$ cat config.mk
export PLATFORM = sky130hd
export DESIGN_NAME = cpm_top
export DESIGN_NICKNAME = d
export VERILOG_FILES = /design/src/rtl/cpm_pkg.sv /design/src/rtl/cpm_div_if.sv /design/src/rtl/cpm_top.sv /design/src/rtl/cpm_clk_div.sv
export SDC_FILE = /design/constraint.sdc
export NUM_CORES = 1
export LEC_CHECK = 0
export BUFFER_PORTS_ARGS = -buffer_cell sky130_fd_sc_hd__buf_2
export CAP_MARGIN = 20
export CORE_ASPECT_RATIO = 1.2
export CORE_MARGIN = 1
export CORE_UTILIZATION = 30
export CTS_BUF_LIST = sky130_fd_sc_hd__clkbuf_4
export DETAILED_ROUTE_END_ITERATION = 6
export HOLD_SLACK_MARGIN = 0.02
export PLACE_DENSITY = 0.61
export SLEW_MARGIN = 30
export SYNTH_ARGS = -nofsm -noshare
export SYNTH_HDL_FRONTEND = slang
export SYNTH_SLANG_ARGS = --single-unit
$ cat constraint.sdc
create_clock -name aclk -period 4.05 [get_ports aclk]
set_input_delay 0.405 -clock aclk [delete_from_list [all_inputs] [get_ports aclk]]
set_output_delay 0.405 -clock aclk [all_outputs]
set_load 0.03 [all_outputs]
$ cat src/rtl/cpm_pkg.sv
// Constants and types of the clock and power-mode controller.
// Assumes nothing of its surroundings; used as cpm_pkg::name only.
package cpm_pkg;

  // ----------------------------------------------------------------
  // Register indices (byte address is four times the index)
  // ----------------------------------------------------------------
  localparam int IDX_W = 8;
  localparam int ADDR_LSB = 2;
  localparam logic [7:0] IDX_CLK = 8'hA3;
  localparam logic [7:0] IDX_PWR = 8'hA4;
  localparam logic [7:0] IDX_LF = 8'hAD;

  // ----------------------------------------------------------------
  // Field positions and reset values
  // ----------------------------------------------------------------
  localparam int CLK_KEEPX = 7;
  localparam int CLK_BYP = 6;
  localparam int CLK_OSC_HI = 5;
  localparam int CLK_OSC_LO = 4;
  localparam int CLK_XIRQ = 3;
  localparam int DIV_W = 3;
  localparam int DIV_CNT_W = 7;
  localparam logic [7:0] CLK_RST = 8'h00;
  localparam logic [2:0] LF_RST = 3'h7;

  // ----------------------------------------------------------------
  // Encodings
  // ----------------------------------------------------------------
  localparam logic [2:0] PD_NONE = 3'h0;
  localparam logic [2:0] PD_DEEP = 3'h1;
  localparam logic [2:0] PD_MEM_OFF = 3'h2;
  localparam logic [2:0] PD_MEM_ON = 3'h3;
  localparam logic [2:0] PD_REG = 3'h4;
  localparam logic [2:0] PD_RSV5 = 3'h5;
  localparam logic [2:0] PD_RSV6 = 3'h6;
  localparam logic [2:0] PD_STBY = 3'h7;
  localparam logic [1:0] OSC_BOTH = 2'h0;
  localparam logic [1:0] OSC_RC = 2'h1;
  localparam logic [1:0] OSC_XTAL = 2'h2;
  localparam logic [2:0] LF_SYNTH = 3'h2;
  localparam logic [2:0] LF_RSV5 = 3'h5;
  localparam logic [2:0] LF_RSV6 = 3'h6;
  localparam logic [2:0] LF_NONE = 3'h7;
  localparam logic [1:0] RESP_OKAY = 2'h0;
  localparam logic [1:0] RESP_SLVERR = 2'h2;

  // Synchroniser lanes
  localparam int SY_XRUN = 0;
  localparam int SY_RCRUN = 1;
  localparam int SY_LFRUN = 2;
  localparam int SY_LFPH = 3;
  localparam int SY_WPIN = 4;
  localparam int SY_WTICK = 5;
  localparam int SY_WCMP = 6;
  localparam int SY_N = 7;

  typedef enum logic [1:0] {SRC_RC, SRC_XTAL, SRC_PIN} cpm_src_t;
  typedef enum logic [1:0] {ST_WAIT_LF, ST_RUN, ST_SLEEP} cpm_state_t;

endpackage

$ cat src/rtl/cpm_div_if.sv
// Link between the controller and its clock divider.
// Assumes the controller drives requests, the divider answers ticks.
`timescale 1ns/1ps
`default_nettype none
interface cpm_div_if;
  logic [cpm_pkg::DIV_W-1:0] div_code;
  cpm_pkg::cpm_src_t src_req;
  cpm_pkg::cpm_src_t src;
  logic tick;
  modport ctl (output div_code, output src_req, input src, input tick);
  modport div (input div_code, input src_req, output src, output tick);
endinterface
`default_nettype wire

$ cat src/rtl/cpm_top.sv
// Clock selection, divider and power-mode control with AXI4-Lite regs.
// Assumes oscillator status and wake inputs are asynchronous levels.
// Operation
// - three-bit code divides system clock by powers
// - two-bit field picks which fast oscillators start
// - both started: RC first, crystal once running
// - new start code acts after wake from deep, memory or register retention modes, not standby
// - enable bit gates crystal-ready interrupt and wakeup
// - bypass takes clock from pin, oscillators off
// - keep bit leaves crystal on in register retention
// - three-bit field selects low-frequency clock source
// - status bit shows low-frequency clock ready
// - status bit shows crystal sources system clock
// - crystal and synthesised slow clock stop asleep except in standby or in register retention with keep bit
// - hold system until selected slow clock runs
// - wake cause flags for pin, tick, comparator
// - flags clear on read and on power-down
// - nonzero mode write other than reserved 5 or 6 enters that power-down mode
// - mode field reads back the previous mode
// - register retention timers follow slow clock choice
`timescale 1ns/1ps
`default_nettype none
module cpm_top
#(
  parameter int ADDR_W = 12
)
(
  // Clock and reset
  input wire logic aclk,
  input wire logic aresetn,
  // AXI4-Lite write address and data
  input wire logic [ADDR_W-1:0] s_axi_awaddr,
  input wire logic [2:0] s_axi_awprot,
  input wire logic s_axi_awvalid,
  output logic s_axi_awready,
  input wire logic [31:0] s_axi_wdata,
  input wire logic [3:0] s_axi_wstrb,
  input wire logic s_axi_wvalid,
  output logic s_axi_wready,
  // AXI4-Lite write response
  output logic [1:0] s_axi_bresp,
  output logic s_axi_bvalid,
  input wire logic s_axi_bready,
  // AXI4-Lite read
  input wire logic [ADDR_W-1:0] s_axi_araddr,
  input wire logic [2:0] s_axi_arprot,
  input wire logic s_axi_arvalid,
  output logic s_axi_arready,
  output logic [31:0] s_axi_rdata,
  output logic [1:0] s_axi_rresp,
  output logic s_axi_rvalid,
  input wire logic s_axi_rready,
  // Oscillator status
  input wire logic fast_crystal_osc_running,
  input wire logic fast_rc_osc_running,
  input wire logic low_freq_clock_running,
  input wire logic low_freq_clock,
  // Wake sources
  input wire logic wake_pin,
  input wire logic wake_tick,
  input wire logic wake_cmp,
  // Oscillator control
  output logic fast_crystal_osc_en,
  output logic fast_rc_osc_en,
  output logic [2:0] low_freq_src_sel,
  output logic low_freq_synth_en,
  // System clock control
  output logic [1:0] sys_clk_src,
  output logic mcu_clk_en,
  output logic mcu_run,
  // Power state
  output logic [2:0] pd_mode,
  output logic reg_ret_timers_on,
  output logic fast_crystal_ready_irq
);

  // ----------------------------------------------------------------
  // Input synchronisers
  // ----------------------------------------------------------------
  logic [cpm_pkg::SY_N-1:0] sy1_r;
  logic [cpm_pkg::SY_N-1:0] sy2_r;
  wire [cpm_pkg::SY_N-1:0] sy_in;

  assign sy_in = {wake_cmp, wake_tick, wake_pin, low_freq_clock,
                  low_freq_clock_running, fast_rc_osc_running,
                  fast_crystal_osc_running};

  genvar gi;
  generate
    for (gi = 0; gi < cpm_pkg::SY_N; gi++)
    begin : g_sync
      always_ff @(posedge aclk)
      begin
        if (!aresetn)
        begin
          sy1_r[gi] <= 1'b0;
          sy2_r[gi] <= 1'b0;
        end
        else
        begin
          sy1_r[gi] <= sy_in[gi];
          sy2_r[gi] <= sy1_r[gi];
        end
      end
    end
  endgenerate

  wire xrun_s = sy2_r[cpm_pkg::SY_XRUN];
  wire lfrun_s = sy2_r[cpm_pkg::SY_LFRUN];
  wire lfph_s = sy2_r[cpm_pkg::SY_LFPH];
  wire [2:0] wake_s = {sy2_r[cpm_pkg::SY_WPIN], sy2_r[cpm_pkg::SY_WTICK],
                       sy2_r[cpm_pkg::SY_WCMP]};

  // ----------------------------------------------------------------
  // AXI4-Lite slave
  // ----------------------------------------------------------------
  logic aw_v_r;
  logic w_v_r;
  logic [ADDR_W-1:0] aw_a_r;
  logic [7:0] wd_r;
  logic ws_r;
  logic bvalid_r;
  logic [1:0] bresp_r;
  logic rvalid_r;
  logic [1:0] rresp_r;
  logic [7:0] rdata_r;

  assign s_axi_awready = !aw_v_r && !bvalid_r;
  assign s_axi_wready = !w_v_r && !bvalid_r;
  assign s_axi_bvalid = bvalid_r;
  assign s_axi_bresp = bresp_r;
  assign s_axi_arready = !rvalid_r;
  assign s_axi_rvalid = rvalid_r;
  assign s_axi_rresp = rresp_r;
  assign s_axi_rdata = {24'h000000, rdata_r};

  wire wr_fire = aw_v_r && w_v_r && !bvalid_r;
  wire rd_fire = s_axi_arvalid && !rvalid_r;
  wire [cpm_pkg::IDX_W-1:0] w_idx =
    aw_a_r[cpm_pkg::ADDR_LSB +: cpm_pkg::IDX_W];
  wire [cpm_pkg::IDX_W-1:0] r_idx =
    s_axi_araddr[cpm_pkg::ADDR_LSB +: cpm_pkg::IDX_W];
  wire w_hi0 = (aw_a_r >> (cpm_pkg::ADDR_LSB + cpm_pkg::IDX_W)) == '0;
  wire r_hi0 = (s_axi_araddr >> (cpm_pkg::ADDR_LSB + cpm_pkg::IDX_W)) == '0;
  wire wr_clk = wr_fire && w_hi0 && (w_idx == cpm_pkg::IDX_CLK) && ws_r;
  wire wr_pwr = wr_fire && w_hi0 && (w_idx == cpm_pkg::IDX_PWR) && ws_r;
  wire wr_lf = wr_fire && w_hi0 && (w_idx == cpm_pkg::IDX_LF) && ws_r;
  wire w_map = w_hi0 && (w_idx == cpm_pkg::IDX_CLK ||
                         w_idx == cpm_pkg::IDX_PWR ||
                         w_idx == cpm_pkg::IDX_LF);
  wire rd_clk = r_hi0 && (r_idx == cpm_pkg::IDX_CLK);
  wire rd_pwr = r_hi0 && (r_idx == cpm_pkg::IDX_PWR);
  wire rd_lf = r_hi0 && (r_idx == cpm_pkg::IDX_LF);

  always_ff @(posedge aclk)
  begin
    if (!aresetn)
    begin
      aw_v_r <= 1'b0;
      w_v_r <= 1'b0;
      aw_a_r <= '0;
      wd_r <= 8'h00;
      ws_r <= 1'b0;
      bvalid_r <= 1'b0;
      bresp_r <= cpm_pkg::RESP_OKAY;
    end
    else
    begin
      if (s_axi_awvalid && s_axi_awready)
      begin
        aw_v_r <= 1'b1;
        aw_a_r <= s_axi_awaddr;
      end
      if (s_axi_wvalid && s_axi_wready)
      begin
        w_v_r <= 1'b1;
        wd_r <= s_axi_wdata[7:0];
        ws_r <= s_axi_wstrb[0];
      end
      if (wr_fire)
      begin
        aw_v_r <= 1'b0;
        w_v_r <= 1'b0;
        bvalid_r <= 1'b1;
        bresp_r <= w_map ? cpm_pkg::RESP_OKAY : cpm_pkg::RESP_SLVERR;
      end
      else if (bvalid_r && s_axi_bready)
      begin
        bvalid_r <= 1'b0;
      end
    end
  end

  // ----------------------------------------------------------------
  // Registers and power-mode state
  // ----------------------------------------------------------------
  logic [7:0] clk_cfg_r;
  logic [2:0] lf_src_r;
  logic [1:0] osc_act_r;
  logic [2:0] mode_r;
  logic [2:0] prev_mode_r;
  logic [2:0] flags_r;
  logic [2:0] flags_nxt;
  logic xtal_sel_r;
  logic xrun_prev_r;
  logic xirq_r;
  cpm_pkg::cpm_state_t state_r;
  cpm_pkg::cpm_state_t state_nxt;

  wire byp = clk_cfg_r[cpm_pkg::CLK_BYP];
  wire [1:0] osc_cfg = clk_cfg_r[cpm_pkg::CLK_OSC_HI:cpm_pkg::CLK_OSC_LO];
  wire asleep = (state_r == cpm_pkg::ST_SLEEP);
  wire lf_none = (lf_src_r == cpm_pkg::LF_NONE);
  wire lf_active = !lf_none && (lf_src_r != cpm_pkg::LF_RSV5) &&
                   (lf_src_r != cpm_pkg::LF_RSV6);
  wire lf_ready = lf_active && lfrun_s;
  wire lf_ok = lf_none || lfrun_s;
  wire xrise = xrun_s && !xrun_prev_r;
  wire xirq_ev = xrise && clk_cfg_r[cpm_pkg::CLK_XIRQ];
  wire [2:0] wk_mask = (mode_r == cpm_pkg::PD_STBY) ? 3'h6 : 3'h7;
  wire [2:0] wk_hit = wake_s & wk_mask;
  wire wake = asleep && ((|wk_hit) || xirq_ev);
  wire pd_req = (state_r == cpm_pkg::ST_RUN) && wr_pwr &&
                (wd_r[2:0] != cpm_pkg::PD_NONE) &&
                (wd_r[2:0] != cpm_pkg::PD_RSV5) &&
                (wd_r[2:0] != cpm_pkg::PD_RSV6);
  wire retained = (mode_r == cpm_pkg::PD_DEEP) ||
                  (mode_r == cpm_pkg::PD_MEM_OFF) ||
                  (mode_r == cpm_pkg::PD_MEM_ON) ||
                  (mode_r == cpm_pkg::PD_REG);

  // Read clear and power-down clear lose against a new wake cause
  always_comb
  begin
    flags_nxt = flags_r;
    if ((rd_fire && rd_pwr) || pd_req)
      flags_nxt = 3'h0;
    if (wake)
      flags_nxt = flags_nxt | wk_hit;
  end

  always_comb
  begin
    state_nxt = state_r;
    unique case (state_r)
      cpm_pkg::ST_WAIT_LF: if (lf_ok) state_nxt = cpm_pkg::ST_RUN;
      cpm_pkg::ST_RUN: if (pd_req) state_nxt = cpm_pkg::ST_SLEEP;
      cpm_pkg::ST_SLEEP: if (wake) state_nxt = cpm_pkg::ST_WAIT_LF;
    endcase
  end

  always_ff @(posedge aclk)
  begin
    if (!aresetn)
    begin
      state_r <= cpm_pkg::ST_WAIT_LF;
      clk_cfg_r <= cpm_pkg::CLK_RST;
      lf_src_r <= cpm_pkg::LF_RST;
      osc_act_r <= cpm_pkg::OSC_BOTH;
      mode_r <= cpm_pkg::PD_NONE;
      prev_mode_r <= cpm_pkg::PD_NONE;
      flags_r <= 3'h0;
      xrun_prev_r <= 1'b0;
      xirq_r <= 1'b0;
    end
    else
    begin
      state_r <= state_nxt;
      flags_r <= flags_nxt;
      xrun_prev_r <= xrun_s;
      xirq_r <= xirq_ev;
      if (wr_clk)
        clk_cfg_r <= wd_r;
      if (wr_lf)
        lf_src_r <= wd_r[2:0];
      if (pd_req)
        mode_r <= wd_r[2:0];
      if (wake)
      begin
        prev_mode_r <= mode_r;
        if (retained)
          osc_act_r <= osc_cfg;
      end
    end
  end

  // ----------------------------------------------------------------
  // Oscillator and clock source control
  // ----------------------------------------------------------------
  wire run_xen = !byp && (osc_act_r != cpm_pkg::OSC_RC);
  wire run_ren = !byp && (osc_act_r != cpm_pkg::OSC_XTAL);
  wire sleep_off = asleep && (mode_r != cpm_pkg::PD_STBY);
  wire keep_x = (mode_r == cpm_pkg::PD_REG) &&
                clk_cfg_r[cpm_pkg::CLK_KEEPX];

  assign fast_crystal_osc_en = run_xen && (!sleep_off || keep_x);
  assign fast_rc_osc_en = run_ren && !sleep_off;
  assign low_freq_src_sel = lf_src_r;
  assign low_freq_synth_en = (lf_src_r == cpm_pkg::LF_SYNTH) &&
                             xrun_s && fast_crystal_osc_en;

  // Crystal takes over only after it reports running
  always_ff @(posedge aclk)
  begin
    if (!aresetn)
      xtal_sel_r <= 1'b0;
    else
      xtal_sel_r <= xrun_s && fast_crystal_osc_en && !byp;
  end

  cpm_div_if dvi ();

  assign dvi.div_code = clk_cfg_r[cpm_pkg::DIV_W-1:0];
  assign dvi.src_req = cpm_pkg::cpm_src_t'(byp ? cpm_pkg::SRC_PIN :
                       (xtal_sel_r ? cpm_pkg::SRC_XTAL
                                   : cpm_pkg::SRC_RC));

  cpm_clk_div u_div
  (
    .aclk(aclk),
    .aresetn(aresetn),
    .dv(dvi.div)
  );

  assign sys_clk_src = dvi.src;
  assign mcu_run = (state_r == cpm_pkg::ST_RUN);
  assign mcu_clk_en = dvi.tick && mcu_run;
  assign pd_mode = asleep ? mode_r : cpm_pkg::PD_NONE;
  assign reg_ret_timers_on = asleep && (mode_r == cpm_pkg::PD_REG) &&
                             lf_active;
  assign fast_crystal_ready_irq = xirq_r;

  // ----------------------------------------------------------------
  // Read data
  // ----------------------------------------------------------------
  wire [7:0] pwr_rd = {flags_r, 2'b00, prev_mode_r};
  wire [7:0] lf_rd = {lfph_s, lf_ready, 2'b00, xtal_sel_r, lf_src_r};
  wire [7:0] rd_mux = rd_clk ? clk_cfg_r :
                      (rd_pwr ? pwr_rd : (rd_lf ? lf_rd : 8'h00));

  always_ff @(posedge aclk)
  begin
    if (!aresetn)
    begin
      rvalid_r <= 1'b0;
      rdata_r <= 8'h00;
      rresp_r <= cpm_pkg::RESP_OKAY;
    end
    else if (rd_fire)
    begin
      rvalid_r <= 1'b1;
      rdata_r <= rd_mux;
      rresp_r <= (rd_clk || rd_pwr || rd_lf) ? cpm_pkg::RESP_OKAY
                                            : cpm_pkg::RESP_SLVERR;
    end
    else if (rvalid_r && s_axi_rready)
    begin
      rvalid_r <= 1'b0;
    end
  end

endmodule // cpm_top
`default_nettype wire

$ cat src/rtl/cpm_clk_div.sv
// Divider of the system clock and holder of the clock source.
// Assumes requests come from logic on aclk.
`timescale 1ns/1ps
`default_nettype none
module cpm_clk_div
(
  // Clock and reset
  input wire logic aclk,
  input wire logic aresetn,
  // Controller side
  cpm_div_if.div dv
);

  logic [cpm_pkg::DIV_CNT_W-1:0] cnt_r;
  logic [cpm_pkg::DIV_W-1:0] code_r;
  cpm_pkg::cpm_src_t src_r;
  wire [cpm_pkg::DIV_CNT_W-1:0] mask;
  wire tick;

  assign mask = ~({cpm_pkg::DIV_CNT_W{1'b1}} << code_r);
  assign tick = (cnt_r == mask);
  assign dv.tick = tick;
  assign dv.src = src_r;

  // Changes land only at a period end, so no pulse is cut short
  always_ff @(posedge aclk)
  begin
    if (!aresetn)
    begin
      cnt_r <= '0;
      code_r <= '0;
      src_r <= cpm_pkg::SRC_RC;
    end
    else if (tick)
    begin
      cnt_r <= '0;
      code_r <= dv.div_code;
      src_r <= dv.src_req;
    end
    else
    begin
      cnt_r <= cnt_r + 1'b1;
    end
  end

endmodule // cpm_clk_div
`default_nettype wire

Yosys cells after proc, flatten, opt, wreduce, memory -nomap -nowiden

Index checks and enable logic that the tools add are counted.

Bits in registers: 88
Input bits: 80
Output and inout port bits: 56
Word-level logic and storage cells: 160

$add $sub $neg: 1
Equality and inequality tests: 26
Shift operators: 1
Multiplexer cells: 19
Bitwise logic cells: 4
Reductions and logical operators: 74

Operators with widths:

| operator            | number |
|---|---|
| $eq 8x8->1 const B  | 6 |
| $logic_and 1x1->1   | 44 |
| $logic_not 12->1    | 2 |
| $mux 8              | 3 |
| $ne 3x3->1 const B  | 5 |
| $mux 2              | 6 |
| $logic_or 1x1->1    | 11 |
| $eq 3x2->1 const B  | 3 |
| $eq 3x3->1 const B  | 3 |
| $mux 3              | 3 |
| $logic_not 1->1     | 8 |
| $add 7x1->7 const B | 1 |
| $eq 7x7->1          | 1 |
| $not 7->7           | 1 |
| $shl 7x3->7 const A | 1 |
| $mux 1              | 6 |
| $ne 2x1->1 const B  | 3 |
| $pmux 2 s3          | 1 |
| $ne 2x2->1 const B  | 2 |
| $reduce_bool 2->1   | 2 |
| $reduce_or 2->1     | 2 |
| $and 3x3->3         | 1 |
| $eq 3x1->1 const B  | 1 |
| $or 3x3->3          | 1 |
| other kinds (8)     | 8 |

Logic depth before layout (Yosys ltp)

Gate-level depths: netlist (run 1).

Depth in word-level cells: 13
Mapped depth: 7
Gate-level depth less buffers: 6

Modules after synthesis

A second synthesis (run 1) with hierarchy kept.

Cells, all modules: 435
Area, all modules: 3,950.0 µm²

Modules (own cells, without submodules):

| module      | instances | cells each | area an instance (µm²) | sequential area each (µm²) |
|---|---|---|---|---|
| cpm_top     | 1         | 366        | 3,300.7                | 1,441.4 |
| cpm_clk_div | 1         | 69         | 649.4                  | 240.2 |

Least setup slack after synthesis (run 1)

OpenSTA, ideal clock, no wires.

Path kind: register -> output
From: reg state_r[0]
To: out low_freq_synth_en
Data arrival time: 2.054 ns
Data required time: 3.645 ns
Slack: 1.591 ns
Cell stages (with the launch flop): 6
Path buffers: 0
Path through: dfxtp_1 inv_1 ha_1 and2_1 a221oi_1 and2_1

Word-level cells in the longest chain between the ends: 6

Ends and longest elaborated chain:

| element                       | RTL line       | source |
|---|---|---|
| start: declaration            | cpm_top.sv:207 | `cpm_pkg::cpm_state_t state_r;` |
| start signal: assignment      | cpm_top.sv:256 | `state_r <= cpm_pkg::ST_WAIT_LF;` |
| start signal: assignment      | cpm_top.sv:268 | `state_r <= state_nxt;` |
| $eq 2x2->1                    | cpm_top.sv:212 | `wire asleep = (state_r == cpm_pkg::ST_SLEEP);` |
| $logic_and 1x1->1             | cpm_top.sv:292 | `wire sleep_off = asleep && (mode_r != cpm_pkg::PD_STBY);` |
| $logic_not 1->1               | cpm_top.sv:296 | `assign fast_crystal_osc_en = run_xen && (!sleep_off \|\| keep_x);` |
| $logic_or 1x1->1              | cpm_top.sv:296 |  |
| $logic_and 1x1->1             | cpm_top.sv:296 |  |
| named net fast_crystal_osc_en | cpm_top.sv:63  | `output logic fast_crystal_osc_en,` |
| $logic_and 1x1->1             | cpm_top.sv:300 | `xrun_s && fast_crystal_osc_en;` |
| end: declaration              | cpm_top.sv:66  | `output logic low_freq_synth_en,` |

The timed path passes the listed nets, and every way through them passes these cells.

Worst setup path in the final report (run 1)

From: reg state_r[0]
To: out low_freq_synth_en

Word-level cells in the longest chain between the ends: 6

Ends and longest elaborated chain:

| element           | RTL line |
|---|---|
| $eq 2x2->1        | cpm_top.sv:212 |
| $logic_and 1x1->1 | cpm_top.sv:292 |
| $logic_not 1->1   | cpm_top.sv:296 |
| $logic_or 1x1->1  | cpm_top.sv:296 |
| $logic_and 1x1->1 | cpm_top.sv:296 |
| $logic_and 1x1->1 | cpm_top.sv:300 |

No other way between the ends.

==> metrics.md, run 1 <==
| Metric | Value |
|---|---|
| Run status | completed |
| Worst-case vdd ir drop | 0.1592 mV |
| Design area | 4451 µm² |
| Layout cells sized above 1 | 18.93% |
| Via count | 3086 |
| Maximum number of pins on one net before global-route repair | 48 |
| Highest Clock Rate | 0.3814 GHz |
| Main synth FF type | sky130_fd_sc_hd__dfxtp_1 |
| Synth top area share | 42.59% |
| Fin Clk Skew | 0.01975 ns |
| Pwr Density | 341.1 nW/µm² |
| Clock-pin transition on the worst setup and hold timing paths | 0.13 ns |
| Via count of the first global-routing pass | 2976 |
| Area of the multi-input gates | 2023 µm² |
| Hold slack | 0.1764 ns |
| Filler Cells Inserted | 1370 |
| Clock Tree Buf Depth | 2 |
| CTS Root Buffer Type | sky130_fd_sc_hd__clkbuf_4 |
| Area after detailed placement | 4318 µm² |
| Vias per cell | 4.592 |
| First-pass iteration count of the detailed router | 4 |
| X dimension of the die | 106.7 µm |
| Number of ports placed on the die boundary | 136 |
| Fin worst setup slack | 1.428 ns |
| Height of the die | 127.7 µm |
| Final estimated routing congestion in global placement | 0.8094 |
| Antenna violations before repair | 1 |
| Total half-perimeter wirelength after legalization and detailed placement | 6321 µm |
| Tcrit/Tclk final | 64.73% |
| Setup Slack @ Placement | 1.886 ns |
| Category of the most critical setup path | reg2out |
| Clk sinks | 84 |
| Number of warning messages in the yosys log | 0 |
| Clock tree from TritonCTS | done |
| Worst endpoint data arrival time | 2.22 ns |
| Cell type with the largest total area after synthesis | sky130_fd_sc_hd__dfxtp_1 |
| Final-report hold violation count | 0 |
| Average cell area after synthesis | 8.975 µm² |
| CTS buffer count | 9 |
| Summed negative setup slack over all endpoints | 0 ns |
| Drt first-iter violations | 115 |
| Leading cell types by total area after synthesis | sky130_fd_sc_hd__dfxtp_1, sky130_fd_sc_hd__nand2_1, sky130_fd_sc_hd__mux2i_1, sky130_fd_sc_hd__buf_4, sky130_fd_sc_hd__a21boi_0 |
| Gate count of the mapped netlist | 440 |
| Proportion of register bits with asynchronous set or reset after synthesis | 0% |
| RSZ-0062 raised after global routing | no |
| GRT Total Usage | 12.66% |
| First-pass GRT wire length | 13610 µm |
| Share of synthesized area occupied by flip-flops and latches | 42.59% |
| Clock latency of the later-clocked register in the worst-skew pair | 0.43 ns |
| Measured slew at the worst slew-check pin | 0.6150 ns |
| Count of flip-flops with a built-in enable after synthesis | 0 |
| Final antenna-violating net count | 0 |
| Kind of end point of the critical path | output port |
| Number of remaining DRC errors | 0 |
| Average detailed-routed wire length per instance | 12.34 µm |
| Row Count | 45 |
| Number of hold buffers added after CTS | 0 |
| Port Buffer Count | 71 |
| Maximum Capacitance Violations | 0 |
| Clock period minus worst slack | 2.622 ns |
| Area delta synth->final | 12.71% |
| Final Routed Wirelength | 8294 µm |
| Overall power consumption | 1518 µW |
| H-Tree Depth | 3 |
| Distinct cell type count of the synthesized netlist | 53 |
| Leakage dissipation | 0.001847 µW |
| Starting Density | 31.03% |
| Number of failing setup endpoints in the final timing report | 0 |
| Area of the mapped netlist | 3949 µm² |
| Count of nets after finishing | 586 |
| Number of resized instances in the post-cts repair step | 0 |
| Area enclosed by the die boundary | 13630 µm² |
| FF/Latch Area | 1682 µm² |
| Largest driver fanout on the critical path | 12 |
| Worst slew margin relative to its limit | 58.69% |
| Post-CTS setup-driven buffer insertion count | 0 |
| Final max-slew violation count | 0 |
| Grt ovf | 0 |
| Placeable Area | 12720 µm² |
| Required arrival time at the worst endpoint | 3.64 ns |
| Worst min-delay path class | in2reg |
| Type of element launching the critical path | flip-flop |
| Total of flip-flops plus latches after synthesis | 84 |
[metal layers]
layer / vias to the layer above / track usage (%) / share of wire (%)
met3: 13 / 2.593 / 3.2
met1: 1431 / 14.37 / 43
met5: - / 0 / 0
met2: 66 / 21.94 / 51
li1: 1576 / - / -
met4: 0 / 7.252 / 2.8
[final cells by class]
type                            count  area share, %
Inverter                           10         0.8434
Tap cell                          164          4.611
Clock inverter                      6          1.237
Sequential cell                    84          37.78
Timing Repair Buffer               73          8.322
Multi-Input combinational cell    324          45.46
Clock buffer                       10          1.687
Antenna cell                        1        0.05623
[report_power, final]
group / internal (µW) / total, µW / switching (µW)
registers: 852 / 872 / 20.1
logic: 62.8 / 186 / 123
clock network: 190 / 460 / 270
total: 1100 / 1520 / 413
[synth_stat cells, types with 2 or more instances]
cell                        instances
sky130_fd_sc_hd__and3b_1            3
sky130_fd_sc_hd__a21oi_1            4
sky130_fd_sc_hd__o22ai_1            2
sky130_fd_sc_hd__a32oi_1            5
sky130_fd_sc_hd__nand2_1           70
sky130_fd_sc_hd__inv_1             10
sky130_fd_sc_hd__buf_4             27
sky130_fd_sc_hd__nor2_1            13
sky130_fd_sc_hd__mux2i_1           22
sky130_fd_sc_hd__xnor2_1            4
sky130_fd_sc_hd__xor2_1             3
sky130_fd_sc_hd__clkbuf_1          17
sky130_fd_sc_hd__nor2b_1           22
sky130_fd_sc_hd__o21ai_0           14
sky130_fd_sc_hd__a22o_1             4
sky130_fd_sc_hd__a21boi_0          26
sky130_fd_sc_hd__nand3b_1           8
sky130_fd_sc_hd__dfxtp_1           84
sky130_fd_sc_hd__ha_1               4
sky130_fd_sc_hd__nand4_1            2
sky130_fd_sc_hd__a22oi_1            5
sky130_fd_sc_hd__nand3_1           16
sky130_fd_sc_hd__nand4bb_1          2
sky130_fd_sc_hd__nor3_1             3
sky130_fd_sc_hd__nor3b_1            8
sky130_fd_sc_hd__nand2b_1           2
sky130_fd_sc_hd__or3_1              2
sky130_fd_sc_hd__buf_6              3
sky130_fd_sc_hd__o21bai_1           2
sky130_fd_sc_hd__o211a_1            2
sky130_fd_sc_hd__nor4b_1            2
sky130_fd_sc_hd__and2_1            28
[worst paths after layout]
path	start	to	slack [ns]	depth (start not counted)
setup / recovery	state_r[0]	low_freq_synth_en	1.43	6
hold / removal	low_freq_clock	sy1_r[3]	0.18	2
setup reg to reg	u_div.code_r[1]	u_div.cnt_r[1]	2.18	6
hold reg to reg	sy1_r[4]	sy2_r[4]	0.45	1
[layout by cell type (no fill, tap or decap), types with 4 or more instances in the layout]
cell type,count
sky130_fd_sc_hd__dfxtp_1,84
sky130_fd_sc_hd__nand3b_1,8
sky130_fd_sc_hd__clkbuf_4,10
sky130_fd_sc_hd__a21boi_0,26
sky130_fd_sc_hd__nand3_1,16
sky130_fd_sc_hd__ha_1,4
sky130_fd_sc_hd__nor3b_1,8
sky130_fd_sc_hd__o21ai_0,14
sky130_fd_sc_hd__conb_1,26
sky130_fd_sc_hd__a22oi_1,5
sky130_fd_sc_hd__a32oi_1,5
sky130_fd_sc_hd__xnor2_1,4
sky130_fd_sc_hd__nor2b_1,22
sky130_fd_sc_hd__and2_1,28
sky130_fd_sc_hd__nand2_1,70
sky130_fd_sc_hd__mux2i_1,22
sky130_fd_sc_hd__buf_2,71
sky130_fd_sc_hd__a21oi_1,4
sky130_fd_sc_hd__nor2_1,13
sky130_fd_sc_hd__inv_1,10
sky130_fd_sc_hd__a22o_1,4
[cell families (layout without fill, tap and decap cells)]
kind of cell               after synthesis  after routing  share of synthesized area (%)
AOI/OAI and AO/OA                       74             74                          13.50
xor gates and xnor gates                 7              7                          1.553
adders and majority gates                4              4                          1.267
buffers and inverters                   57             99                          8.555
DFF                                     84             84                          42.59
muxes                                   22             22                          5.577
other                                    1             27                        0.09497
and+or+nand+nor                        191            191                          26.87
[state kept, by name (all words and copies together), names as in the netlist, 3 cells and up]
signal,flops
sy2_r,3
wd_r,8
u_div.cnt_r,7
sy1_r,6
clk_cfg_r,8
mode_r,3
prev_mode_r,3
low_freq_src_sel,3
u_div.code_r,3
aw_a_r,10
flags_r,3
rdata_r,8
[metrics by stage]
step	cells	util [%]
after floorplan	465	-
after global placement	655	33.93
after detailed placement	655	33.93
after CTS	671	34.96
after global routing	672	34.98
final	672	34.98
[worst max-delay path, stage by stage, from the launching register on]
cell and delay [ns]:
sky130_fd_sc_hd__dfxtp_1 0.38, sky130_fd_sc_hd__inv_1 0.07, sky130_fd_sc_hd__ha_1 0.33, sky130_fd_sc_hd__and2_1 0.22, sky130_fd_sc_hd__a221oi_1 0.40, sky130_fd_sc_hd__and2_1 0.19
sky130_fd_sc_hd__buf_2 0.19
Power figures use the tool's default switching activity.
==> run 2: changes to the inputs <==
--- a/config.mk
+++ b/config.mk
@@ -5,6 +5,7 @@
 export SDC_FILE = /design/constraint.sdc
 export NUM_CORES = 1
 export LEC_CHECK = 0
+export ABC_AREA = 1
 export BUFFER_PORTS_ARGS = -buffer_cell sky130_fd_sc_hd__buf_2
 export CAP_MARGIN = 20
 export CORE_ASPECT_RATIO = 1.2
@@ -13,7 +14,7 @@
 export CTS_BUF_LIST = sky130_fd_sc_hd__clkbuf_4
 export DETAILED_ROUTE_END_ITERATION = 6
 export HOLD_SLACK_MARGIN = 0.02
-export PLACE_DENSITY = 0.61
+export PLACE_DENSITY = 0.62
 export SLEW_MARGIN = 30
 export SYNTH_ARGS = -nofsm -noshare
 export SYNTH_HDL_FRONTEND = slang
==> constraint.sdc (replaced) <==
create_clock -name aclk -period 2.5 [get_ports aclk]
set_input_delay 0.25 -clock aclk [delete_from_list [all_inputs] [get_ports aclk]]
set_output_delay 0.25 -clock aclk [all_outputs]
set_load 0.03 [all_outputs]
==> metrics.md, run 2 <==
| Metric | Value |
|---|---|
| Synth top area share | 43.44% |
| CTS buffer count | 9 |
| Final-report hold violation count | 0 |
| Main synth FF type | sky130_fd_sc_hd__dfxtp_1 |
| Area of the mapped netlist | 3871 µm² |
| Placeable Area | 12610 µm² |
| Cell type with the largest total area after synthesis | sky130_fd_sc_hd__dfxtp_1 |
| Worst min-delay path class | in2reg |
| RSZ-0062 raised after global routing | no |
| Required arrival time at the worst endpoint | 2.25 ns |
| Count of nets after finishing | 702 |
| Clk sinks | 84 |
| Number of resized instances in the post-cts repair step | 0 |
| CTS Root Buffer Type | sky130_fd_sc_hd__clkbuf_4 |
| First-pass GRT wire length | 14450 µm |
| Proportion of power drawn by flip-flops and latches | 50.4% |
| Type of element launching the critical path | flip-flop |
| Most common cell in the netlist | sky130_fd_sc_hd__nand2_1 |
| Drt first-iter violations | 166 |
| Worst-case vdd ir drop | 0.3020 mV |
| Setup slack, reg-to-reg | 0.86 ns |
| First-pass iteration count of the detailed router | 4 |
| Number of ports placed on the die boundary | 136 |
| Vias per cell | 4.298 |
| Share of synthesized area occupied by flip-flops and latches | 43.44% |
| Layout cells sized above 1 | 17.17% |
| Fin worst setup slack | 0.2036 ns |
| Leading cell type in the layout, fill and taps excluded | sky130_fd_sc_hd__nand2_1 |
| Critical path's top delay family | simple AND/OR/NAND/NOR gates |
| Total of flip-flops plus latches after synthesis | 84 |
| Number of failing setup endpoints in the final timing report | 0 |
| Top cells by instance count after synthesis | sky130_fd_sc_hd__nand2_1, sky130_fd_sc_hd__dfxtp_1, sky130_fd_sc_hd__nor2_1 |
| Total half-perimeter wirelength after legalization and detailed placement | 6503 µm |
| Tcrit/Tclk final | 91.86% |
| GRT Total Usage | 13.61% |
| Via count of the first global-routing pass | 3098 |
| Category of the most critical setup path | reg2out |
| Largest driver fanout on the critical path | 6 |
| Area enclosed by the die boundary | 13360 µm² |
| Origin of the critical flop-to-flop path | state_r[1] |
| Maximum Capacitance Violations | 0 |
| Worst hold path endpoint | aw_a_r[11] |
| Proportion of register bits with asynchronous set or reset after synthesis | 0% |
| Setup Slack @ Placement | 0.6376 ns |
| Most used cells in the layout excluding fill and tap cells | sky130_fd_sc_hd__nand2_1, sky130_fd_sc_hd__dfxtp_1, sky130_fd_sc_hd__nor2_1 |
| Worst hold start | s_axi_awaddr[11] |
| Height of the die | 126.4 µm |
| Fraction of power consumed by the clock network | 21.3% |
| Register with the most flip-flops | aw_a_r |
| Grt ovf | 0 |
| Number of remaining DRC errors | 0 |
| Final estimated routing congestion in global placement | 0.7798 |
| Filler Cells Inserted | 1424 |
| X dimension of the die | 105.7 µm |
| Cell with the largest stage delay on the worst path | sky130_fd_sc_hd__dfxtp_1 |
| Clock Tree Buf Depth | 2 |
| Distinct cell type count of the synthesized netlist | 32 |
| Average cell area after synthesis | 7.129 µm² |
| Antenna violations before repair | 1 |
| Count of flip-flops with a built-in enable after synthesis | 0 |
| Highest Clock Rate | 0.4355 GHz |
| Chain of cells forming the critical path | nand2_2 > nand2_1 > nand2_2 > nor3_4 > nand2_2 > nor2_1 > buf_2 |
| Endpoint of the worst-slack reg-to-reg timing path | state_r[0] |
| Most used cell along the critical path | sky130_fd_sc_hd__nand2_2 |
| Number of placed cells counting well taps | 765 |
| Number of warning messages in the yosys log | 0 |
| Final antenna-violating net count | 0 |
| NetSw | 1098 µW |
| Starting Density | 30.69% |
| Leakage dissipation | 0.002139 µW |
| Clock latency of the later-clocked register in the worst-skew pair | 0.44 ns |
| Gate count of the mapped netlist | 543 |
| Cell depth of the worst flop-to-flop path | 11 |
| Leading cell types by total area after synthesis | sky130_fd_sc_hd__dfxtp_1, sky130_fd_sc_hd__nand2_1, sky130_fd_sc_hd__nor2_1, sky130_fd_sc_hd__inv_1, sky130_fd_sc_hd__nand3_1 |
| Run status | completed |
| Share of power burned in combinational logic | 28.4% |
| Buffers & Inverters on Critical Path | 1 |
| Average detailed-routed wire length per instance | 10.86 µm |
| Kind of end point of the critical path | output port |
| Pwr Density | 678.0 nW/µm² |
| Internal | 1931 µW |
| Hold slack | 0.05483 ns |
| Final cell count without fillers | 788 |
| Final max-slew violation count | 0 |
| Worst endpoint data arrival time | 2.05 ns |
| Via count | 3387 |
| Number of flip-flops in the largest register | 10 |
| Fin Clk Skew | 0.01561 ns |
| Clock tree from TritonCTS | done |
| Hold Path Depth | 3 |
| FF/Latch Area | 1682 µm² |
| Area of the multi-input gates | 1765 µm² |
| Summed negative setup slack over all endpoints | 0 ns |
| H-Tree Depth | 3 |
| Final Routed Wirelength | 8554 µm |
| Net switching share of the total power | 36.24% |
| Maximum number of pins on one net before global-route repair | 45 |
| Clock period minus worst slack | 2.296 ns |
| Area delta synth->final | 15.38% |
| Stage delay of the slowest cell on the critical path | 0.51 ns |
| Overall power consumption | 3028 µW |
| Row Count | 45 |
| Clock-pin transition on the worst setup and hold timing paths | 0.13 ns |
| Port Buffer Count | 71 |
## run 2: cell count changes after synthesis, sizes merged, moves of 24 or more
cell	change
a21boi	-26
and2	-29
nor2	+72
nand3	+29
a21oi	+37
o21ai	+24
inv	+61
nand2	+36
## run 2: timing repair
action                    in CTS  in global routing
hold buffers                   6                  0
setup buffers                  0                  0
hold endpoints to repair       6                  0
## run 2: worst register-to-register path: stages, from the launching register on
cell and delay (ns):
sky130_fd_sc_hd__dfxtp_1 0.33, sky130_fd_sc_hd__inv_1 0.09, sky130_fd_sc_hd__ha_1 0.29, sky130_fd_sc_hd__nand2_1 0.08
sky130_fd_sc_hd__inv_1 0.06, sky130_fd_sc_hd__nand2_1 0.04, sky130_fd_sc_hd__nor2_1 0.09, sky130_fd_sc_hd__nand2_1 0.22
sky130_fd_sc_hd__nand2_1 0.18, sky130_fd_sc_hd__nand3_1 0.08, sky130_fd_sc_hd__nand2_1 0.06, sky130_fd_sc_hd__nor2_1 0.04
## run 2: kinds of logic after synthesis
family,count (synthesis),synth area share (%)
AND/OR/NAND/NOR,244,27.60
buffers and inverters,111,13.38
AO/OA/AOI/OAI,93,12.83
flip-flops,84,43.44
XOR/XNOR,6,1.357
adder cells (fa/ha/maj),4,1.293
other,1,0.09687
## run 2: per-layer routing
| metal | GRT usage (%) | part of all wire [%] |
|---|---|---|
| met1 | 16.20 | 46 |
| met2 | 23.07 | 48 |
| met3 | 3.135 | 4.3 |
| met4 | 6.454 | 2.2 |
| met5 | 0 | 0 |
## run 2: area by class of cell
| cell class | instances | share of cell area, % |
|---|---|---|
| diodes | 1 | 0.05602 |
| clock buffers | 10 | 1.681 |
| clock inverters | 6 | 0.7003 |
| inverters | 72 | 6.050 |
| multi-input cells | 373 | 39.52 |
| flip-flops and latches | 84 | 37.65 |
| well taps | 164 | 4.594 |
| repair buffers | 78 | 9.748 |
## run 2: power groups by stage
stage / Sequential [µW] / Clock, µW / Combinational, µW
floorplan: 1560 / 0 / 688
global route: 1540 / 739 / 968
global placement: 1550 / 0 / 853
finish: 1520 / 644 / 859
CTS: 1530 / 682 / 870
detailed placement: 1560 / 0 / 860
## run 2: worst max path at each step
stage	cells past startpoint	endpoint	from	slack, ns
3_5_place_dp	7	mcu_clk_en	u_div.code_r[2]	0.64
5_1_grt	7	mcu_clk_en	u_div.code_r[2]	0.0009
2_1_floorplan	4	reg_ret_timers_on	state_r[0]	0.61
3_3_place_gp	7	mcu_clk_en	u_div.code_r[2]	0.67
6_report	7	mcu_clk_en	u_div.code_r[2]	0.20
4_1_cts	7	mcu_clk_en	u_div.code_r[2]	0.11
## run 2: stage by stage
stage / instance area, µm² / utilization, %
finish: 4467 / 35.42
global route: 4467 / 35.42
CTS: 4464 / 35.40
detailed placement: 4298 / 34.08
global placement: 4298 / 34.08
floorplan: 3965 / -
